File: src/ira_regs.svh
// Register offsets, fields, reset values and page codes of the indirect access block
// What this block does
// [RQ1] Page select: 000 off, 001 port0, 010 port1
// [RQ2] Auto-step adds one after each data access
// [RQ3] Software sets read intent with auto-step
// [RQ4] Software: intent one for reads, zero writes
// [RQ5] Status clears on read only with intent
// [RQ6] Offset write with intent strobes analog read
// [RQ7] Data read with auto-step and intent prefetches next location
// [RQ8] Eight-bit writable offset selects target register
// [RQ9] Data register writes and reads target register
// [RQ10] Disabled page: no writes, reads return zero
`ifndef IRA_REGS_SVH
`define IRA_REGS_SVH

`define IRA_CTL_OFS 8'h40
`define IRA_OFS_OFS 8'h41
`define IRA_DAT_OFS 8'h42

`define IRA_CTL_RST 8'h00
`define IRA_OFS_RST 8'h00
`define IRA_DAT_RST 8'h00
`define IRA_CTL_WMASK 8'h1F

`define IRA_SEL_MSB 4
`define IRA_SEL_LSB 2
`define IRA_STEP_BIT 1
`define IRA_INTENT_BIT 0

`define IRA_PAGE_OFF 3'h0
`define IRA_PAGE_P0 3'h1
`define IRA_PAGE_P1 3'h2

`define IRA_STEP 8'h01
`define IRA_ZERO 8'h00

`endif

File: src/ira_pkg.sv
// Types shared by the indirect access block
package ira_pkg;
  typedef logic [7:0] ira_byte_t;
  typedef logic [2:0] ira_sel_t;
  typedef enum logic [1:0] {
    IRA_PG_OFF,
    IRA_PG_PORT0,
    IRA_PG_PORT1,
    IRA_PG_RSVD
  } ira_page_t;
endpackage : ira_pkg

File: src/ira_top.sv
// Indirect register access controller with host register port and target access port
`timescale 1ns/1ps
`default_nettype none
`include "ira_regs.svh"

module ira_top (
  input wire logic mclk,
  input wire logic rst_b,
  input wire logic ce,
  input wire ira_pkg::ira_byte_t reg_addr,
  input wire ira_pkg::ira_byte_t reg_wdata,
  input wire logic reg_wr,
  input wire logic reg_rd,
  output ira_pkg::ira_byte_t reg_rdata,
  output ira_pkg::ira_sel_t tgt_page,
  output ira_pkg::ira_byte_t tgt_addr,
  input wire ira_pkg::ira_byte_t tgt_rdata,
  output logic tgt_wr,
  output ira_pkg::ira_byte_t tgt_wr_data,
  output ira_pkg::ira_byte_t tgt_acc_addr,
  output ira_pkg::ira_sel_t tgt_acc_page,
  output logic tgt_rd_done,
  output logic tgt_rd_clear,
  output logic ana_rd_stb
);
  import ira_pkg::*;

  // Reset release through two flops; assertion stays asynchronous
  logic rst_s1_q;
  logic rst_n_q;

  always_ff @(posedge mclk or negedge rst_b) begin
    if (!rst_b) begin
      rst_s1_q <= 1'b0;
      rst_n_q <= 1'b0;
    end else begin
      rst_s1_q <= 1'b1;
      rst_n_q <= rst_s1_q;
    end
  end

  function automatic ira_page_t page_decode(input ira_sel_t sel);
    ira_page_t p;
    p = IRA_PG_RSVD;
    case (sel)
      `IRA_PAGE_OFF: p = IRA_PG_OFF;
      `IRA_PAGE_P0: p = IRA_PG_PORT0;
      `IRA_PAGE_P1: p = IRA_PG_PORT1;
      default: p = IRA_PG_RSVD;
    endcase
    return p;
  endfunction : page_decode

  // Reserved codes behave like the disabled code
  function automatic logic page_live(input ira_sel_t sel);
    ira_page_t p;
    p = page_decode(sel);
    return (p == IRA_PG_PORT0) || (p == IRA_PG_PORT1);
  endfunction : page_live

  ira_byte_t ctl_q;
  ira_byte_t offset_q;
  ira_byte_t data_q;
  ira_byte_t rdata_q;
  ira_byte_t wr_data_q;
  ira_byte_t acc_addr_q;
  ira_sel_t acc_page_q;
  logic wr_q;
  logic rd_done_q;
  logic rd_clear_q;
  logic ana_stb_q;

  logic hit_ctl;
  logic hit_ofs;
  logic hit_dat;
  logic data_wr;
  logic data_rd;
  logic ofs_wr;
  logic live;
  logic auto_step;
  logic read_intent;
  ira_sel_t page_sel;

  // Address decode
  always_comb begin
    hit_ctl = 1'b0;
    hit_ofs = 1'b0;
    hit_dat = 1'b0;
    if (reg_addr == `IRA_CTL_OFS) begin
      hit_ctl = 1'b1;
    end else if (reg_addr == `IRA_OFS_OFS) begin
      hit_ofs = 1'b1;
    end else if (reg_addr == `IRA_DAT_OFS) begin
      hit_dat = 1'b1;
    end
  end

  assign page_sel = ctl_q[`IRA_SEL_MSB:`IRA_SEL_LSB];
  assign auto_step = ctl_q[`IRA_STEP_BIT];
  assign read_intent = ctl_q[`IRA_INTENT_BIT];
  assign live = page_live(page_sel); // [RQ1]
  assign data_wr = ce && reg_wr && hit_dat;
  assign data_rd = ce && reg_rd && hit_dat;
  assign ofs_wr = ce && reg_wr && hit_ofs;

  // Control register; reserved bits stay zero
  always_ff @(posedge mclk or negedge rst_n_q) begin
    if (!rst_n_q) begin
      ctl_q <= `IRA_CTL_RST;
    end else if (ce && reg_wr && hit_ctl) begin
      ctl_q <= reg_wdata & `IRA_CTL_WMASK; // [RQ1]
    end
  end

  // Offset: a direct write beats the auto step
  always_ff @(posedge mclk or negedge rst_n_q) begin
    if (!rst_n_q) begin
      offset_q <= `IRA_OFS_RST;
    end else if (ofs_wr) begin
      offset_q <= reg_wdata; // [RQ8]
    end else if (auto_step && (data_wr || data_rd)) begin
      offset_q <= offset_q + `IRA_STEP; // [RQ2]
    end
  end

  // Last value written to the data register
  always_ff @(posedge mclk or negedge rst_n_q) begin
    if (!rst_n_q) begin
      data_q <= `IRA_DAT_RST;
    end else if (data_wr) begin
      data_q <= reg_wdata;
    end
  end

  // Target write pulse carries the pre-step offset and page
  always_ff @(posedge mclk or negedge rst_n_q) begin
    if (!rst_n_q) begin
      wr_q <= 1'b0;
      wr_data_q <= `IRA_ZERO;
      acc_addr_q <= `IRA_ZERO;
      acc_page_q <= `IRA_PAGE_OFF;
    end else if (ce) begin
      wr_q <= data_wr && live; // [RQ9] [RQ10]
      if (data_wr) begin
        wr_data_q <= reg_wdata;
      end
      if (data_wr || data_rd) begin
        acc_addr_q <= offset_q;
        acc_page_q <= page_sel;
      end
    end
  end

  // Read completion: target may clear status only when told to
  always_ff @(posedge mclk or negedge rst_n_q) begin
    if (!rst_n_q) begin
      rd_done_q <= 1'b0;
      rd_clear_q <= 1'b0;
    end else if (ce) begin
      rd_done_q <= data_rd && live;
      rd_clear_q <= data_rd && live && read_intent; // [RQ5]
    end
  end

  // Analog prefetch strobe, address is the offset after update
  always_ff @(posedge mclk or negedge rst_n_q) begin
    if (!rst_n_q) begin
      ana_stb_q <= 1'b0;
    end else if (ce) begin
      ana_stb_q <= (ofs_wr && read_intent) // [RQ6]
        || (data_rd && auto_step && read_intent); // [RQ7]
    end
  end

  // Read data stands for one enabled cycle only, zero otherwise
  always_ff @(posedge mclk or negedge rst_n_q) begin
    if (!rst_n_q) begin
      rdata_q <= `IRA_ZERO;
    end else if (ce) begin
      if (reg_rd && hit_ctl) begin
        rdata_q <= ctl_q;
      end else if (reg_rd && hit_ofs) begin
        rdata_q <= offset_q;
      end else if (reg_rd && hit_dat) begin
        rdata_q <= live ? tgt_rdata : `IRA_ZERO; // [RQ9] [RQ10]
      end else begin
        rdata_q <= `IRA_ZERO;
      end
    end
  end

  assign reg_rdata = rdata_q;
  assign tgt_page = page_sel;
  assign tgt_addr = offset_q;
  assign tgt_wr = wr_q;
  assign tgt_wr_data = wr_data_q;
  assign tgt_acc_addr = acc_addr_q;
  assign tgt_acc_page = acc_page_q;
  assign tgt_rd_done = rd_done_q;
  assign tgt_rd_clear = rd_clear_q;
  assign ana_rd_stb = ana_stb_q;
endmodule : ira_top
`default_nettype wire

File: config.mk
export PLATFORM = sky130hd
export DESIGN_NAME = ira_top
export DESIGN_NICKNAME = d
export VERILOG_FILES = /design/src/ira_pkg.sv /design/src/ira_top.sv
export VERILOG_INCLUDE_DIRS = /design/src /design/src/src
export SDC_FILE = /design/constraint.sdc
export NUM_CORES = 1
export LEC_CHECK = 0
export BUFFER_PORTS_ARGS = -buffer_cell sky130_fd_sc_hd__clkbuf_2
export CORE_MARGIN = 2
export CORE_UTILIZATION = 50
export CTS_BUF_LIST = sky130_fd_sc_hd__clkbuf_16
export DETAILED_ROUTE_END_ITERATION = 10
export GPL_ROUTABILITY_DRIVEN = 0
export MAX_ROUTING_LAYER = met4
export PLACE_DENSITY = 0.86
export SLEW_MARGIN = 15
export SYNTH_ARGS = -nofsm -noshare
export SYNTH_HDL_FRONTEND = slang
export SYNTH_SLANG_ARGS = --single-unit
export TNS_END_PERCENT = 100
File: constraint.sdc
create_clock -name mclk -period 1.5 [get_ports mclk]
set_input_delay 0.15 -clock mclk [delete_from_list [all_inputs] [get_ports mclk]]
set_output_delay 0.15 -clock mclk [all_outputs]
set_load 0.02 [all_outputs]
# Word-level counts from Yosys, hierarchy flattened
# Cells that the tools add are included.
# word_totals
regBits	46
out_inout_bits	42
# op_classes
n_reduce_logical	23
mux	13
addsub	1
eq_ne	7
# op_table
op	count
$mux W8	6
$eq A8 B7 Y1 const B	3
$logic_and A1 B1 Y1	16
$add A8 B1 Y8 const B	1
$mux W1	6
$pmux W2 S3	1
$reduce_and A2 Y1	2
$eq A3 B1 Y1 const B	1
$eq A3 B2 Y1 const B	1
$logic_not A3 Y1	1
$logic_or A1 B1 Y1	3
$eq A2 B1 Y1 const B	1
$eq A2 B2 Y1 const B	1
$reduce_bool A2 Y1	1

# Depth between registers and ports, before layout
# depth
word_depth	9
mapped_depth	7

# Worst setup path after synthesis
# OpenSTA, ideal clock, no wires.
# synth_timing
path_kind	input-to-reg
from	input port reg_addr[3]
to	register acc_addr_q[0] (netlist: tgt_acc_addr[0])
t_arrival_ns	1.400
stages	6
setup_time_ns	0.125
n_path_buf	2
slack_ns	-0.024
cell_sequence	nor4_4 -> and2_4 -> buf_6 -> and3_1 -> buf_4 -> mux2_2
# synth_between
elab_chain_len	7
# synth_rtl
item	line_no	text
from (decl)	ira_top.sv:10	input wire ira_pkg::ira_byte_t reg_addr,
$eq A8 B7 Y1 (no source line)	--	
$mux W1	ira_top.sv:93	end else if (reg_addr == `IRA_DAT_OFS) begin
$mux W1	ira_top.sv:91	end else if (reg_addr == `IRA_OFS_OFS) begin
$mux W1 (*)	ira_top.sv:89	if (reg_addr == `IRA_CTL_OFS) begin
$logic_and A1 B1 Y1 (on tied branches)	ira_top.sv:102, ira_top.sv:103	
$logic_or A1 B1 Y1 (*)	ira_top.sv:147	if (data_wr || data_rd) begin
$reduce_and A2 Y1 (no source line) (*)	--	
to (signal assigned)	ira_top.sv:140	acc_addr_q <= `IRA_ZERO;
to (signal assigned)	ira_top.sv:148	acc_addr_q <= offset_q;
to (decl)	ira_top.sv:66	ira_byte_t acc_addr_q;
# Mark *: on every way between the ends. The rest lies on a longest branch, timed or not.
# A chain may end at the register's enable or synchronous reset.

# Final worst setup path
# layout_timing
from	register offset_q[1] (netlist: tgt_addr[1])
to	register offset_q[4] (netlist: tgt_addr[4])
# layout_between
elab_chain_len	3
# layout_rtl
item	line_no	text
from (decl)	ira_top.sv:62	ira_byte_t offset_q;
from (signal assigned)	ira_top.sv:118	offset_q <= `IRA_OFS_RST;
from (signal assigned)	ira_top.sv:120	offset_q <= reg_wdata;
from (signal assigned)	ira_top.sv:122	offset_q <= offset_q + `IRA_STEP;
$add A8 B1 Y8 (no source line)	--	
$mux W8	ira_top.sv:121	end else if (auto_step && (data_wr || data_rd)) begin
$mux W8	ira_top.sv:119	end else if (ofs_wr) begin
# No other way between the ends. The select of a mux whose other input is x is not followed.

==> results by group <==
Timing
  • Measured slew at the worst slew-check pin: 0.556 ns
  • Fin. max-slew vios: 0
  • Setup ws final: 0.0278 ns
  • Tcrit/Tclk final: a little over nine tenths
  • Tmin final: 1.47 ns
  • Max-slew headroom: between 60% and 70%
  • Hold Fails Final Rpt: 0
  • WHS: 0.108 ns
  • Worst Clk Skew: 0.00465 ns
  • RSZ-0062 raised after global routing: yes
  • # setup viols final: 0
  • Setup TNS Final: 0 ns
  • Max Clk Rate: between 600 and 700 MHz

Worst setup path
  • CP max FO: 4
  • Crit end category: register
  • Worst Path Arrival: roughly 1.6 ns
  • Crit path required time: between 1.5 and 2 ns
  • CP Class: register to register
  • Startpoint types: register

Clock tree
  • Clk sinks: 46
  • Worst skew pair latency: 0.28 ns
  • CTS Buf Count: 5
  • Root Buffer: clkbuf_16
  • Clock Path Buffers: 2
  • H-tree depth reported by CTS: 2
  • Clk slew on worst S/H paths: 0.06 ns
  • CTS tree: built

Placed design
  • I/O Buffers: 70
  • Place WS: -0.107 ns
  • Dpl hpwl: around 4000 µm

Global routing
  • GRT overflow: 0
  • Pin count of the biggest net entering global routing: 45
  • Vias in the first global route: 1839
  • Global-route wire length before repair: 8870 µm
  • GR Util All Layers: between 20% and 30%
  • Initial antenna violation count: 0

Synthesis
  • Syn_nets: approximately 220
  • Largest area contributor in the netlist: dfrtp_1
  • Avg Cell Area, Syn: 11.4 µm²
  • Synth Cell Area: 2140 µm²
  • Seq/Total Area, Yosys: 53.8%
  • Post-synthesis cell count: 187
  • #FFs+latches synth: 46
  • YS warnings: 0
  • Area contributors post-synth: dfrtp_1 54%, mux2_2 14%, o21ai_0 3.7%
  • Yosys cell types: 33
  • Synth top area share: 53.8%

Power
  • Pleak: 0.00148 µW
  • Pwr Total: 2570 µW
  • Peak VDD IR: 0.889 mV
  • Pwr Density: 893 nW/µm²

Floorplan
  • Initial Util: 52.8%
  • I/O pin count: 71
  • Die area: 4820 µm²
  • Die X: 69.4 µm
  • Row count: 23
  • Die Y: roughly 69 µm
  • Core area: 4060 µm²

Route
  • DR WL/cell: 16.1 µm
  • Via/cell ratio: 5.47
  • Final ANT Viol Nets: 0
  • Routed wire length: 5360 µm
  • Drt first pass iters: 4
  • Vias post-DR: 1816
  • Initial DRC count: 122
  • DRC violations left: 0

Worst hold path
  • Hold crit path type: input port to register

Finish
  • Area grow syn2layout: 34.1%
  • Antenna diodes: 0
  • Fill cells: around 290
  • Fin nets: 312
  • Layout cells sized above 1: 50.4%
  • Post-layout util: a little over two thirds

Status
  • Status: complete, no violations

Flow run
  • MaxCap Viol Count: 0
-- placed cells by master (no fill, tap or decap), types with 2 or more instances in the layout --
cell type and count:
clkbuf_2 70, dfrtp_1 44, mux2_2 26, buf_4 26, nand2_1 15, o21ai_0 15
inv_1 8, nand3_1 8, o22ai_1 8, xor2_1 7, nand2b_1 6, nand4_1 5
nor2_1 5, a31oi_1 5, clkbuf_16 5, nor3_2 3, a22oi_1 3, nor2b_1 2
and3_1 2, dfrtp_2 2
-- cells in the mapped netlist, drive strengths merged --
cell type,n
dfrtp,46
mux2,27
o21ai,16
nand2,15
buf,9
nand3,8
o22ai,8
inv,7
xor2,7
nand2b,6
nand4,6
nor2,6
a31oi,5
nor3,4
a22oi,3
and3,3
nor2b,2
and2,1
and2b,1
and4,1
clkbuf,1
conb,1
ha,1
nor4,1
or3b,1
xnor2,1
-- state kept, by name, indices dropped and copies added, names as in the netlist --
register and cells:
reg_rdata 8, tgt_acc_addr 8, ctl_q 5, tgt_wr 1
tgt_wr_data 8, tgt_rd_done 1, rst_s1_q 1, ana_rd_stb 1
tgt_rd_clear 1, tgt_addr 8, tgt_acc_page 3, rst_n_q 1
-- critical path, stage by stage (launching register included) --
cell     delay (ns)
dfrtp_1        0.40
ha_1           0.17
nand3_1        0.08
nor3_2         0.14
buf_4          0.15
nand4_1        0.12
xor2_1         0.20
o21ai_0        0.10
-- layout make-up --
cell class | count | area, µm² | share of cell area, %
inverters | 7 | 26.3 | 0.915
multi-input cells | 124 | 917 | 31.9
well taps | 50 | 62.6 | 2.18
clock buffers | 5 | 125 | 4.36
clock inverters | 2 | 11.3 | 0.392
flip-flops and latches | 46 | 1150 | 40.2
repair buffers | 98 | 576 | 20.0
-- per-layer routing --
metal | wire, µm | share of wire (%) | GRT usage, % | vias up
met1 | 2320 | 43 | 29.4 | 895
met5 | 0 | 0 | - | -
met2 | 2670 | 50 | 39.4 | 60
met3 | 263 | 4.9 | 5.52 | 9
li1 | - | - | - | 852
met4 | 104 | 1.9 | 8.28 | 0
-- per-stage QoR --
step	std cells	cell area, µm²
floorplan	187	2150
global placement	321	2690
detailed placement	321	2690
CTS	331	2860
global route	332	2870
finish	332	2870
-- repair_timing --
item,CTS,global route
hold buffers,1,0
endpoints found under the setup margin,5,8
setup buffers,2,1
endpoints found under the hold margin,2,0
gates resized for setup,3,2
-- cells by family (layout without fill, tap and decap cells) --
| logic type | after synthesis | count (layout) | synth area share (%) |
|---|---|---|---|
| other cells | 1 | 1 | 0.175 |
| fa+ha+maj | 1 | 1 | 0.584 |
| buf+inv | 17 | 112 | 4.15 |
| flops | 46 | 46 | 53.8 |
| simple gates | 55 | 55 | 15.1 |
| xor+xnor | 8 | 8 | 3.27 |
| mux | 27 | 27 | 14.4 |
| compound gates | 32 | 32 | 8.59 |
-- path summary, 6_finish.rpt --
| kind | startpoint | slack (ns) | depth (start not counted) | end |
|---|---|---|---|---|
| max in group asynchronous | rst_n_q | 0.77 | 1 | ctl_q[1] |
| min in group asynchronous | rst_b | 0.19 | 2 | rst_s1_q |
| min | tgt_rdata[4] | 0.11 | 3 | reg_rdata[4] |
| max reg2reg | tgt_addr[1] | 0.03 | 7 | tgt_addr[4] |
| max | tgt_addr[1] | 0.03 | 7 | tgt_addr[4] |
| min reg2reg | rst_n_q | 0.33 | 1 | ctl_q[1] |
-- report_power, final --
part	leakage, µW	switching [µW]	internal, µW
Sequential	0.000626	20.6	1270
Clock	0.0000671	436	601
Combinational	0.000782	140	97.8
(Power assumes the default switching activity.)
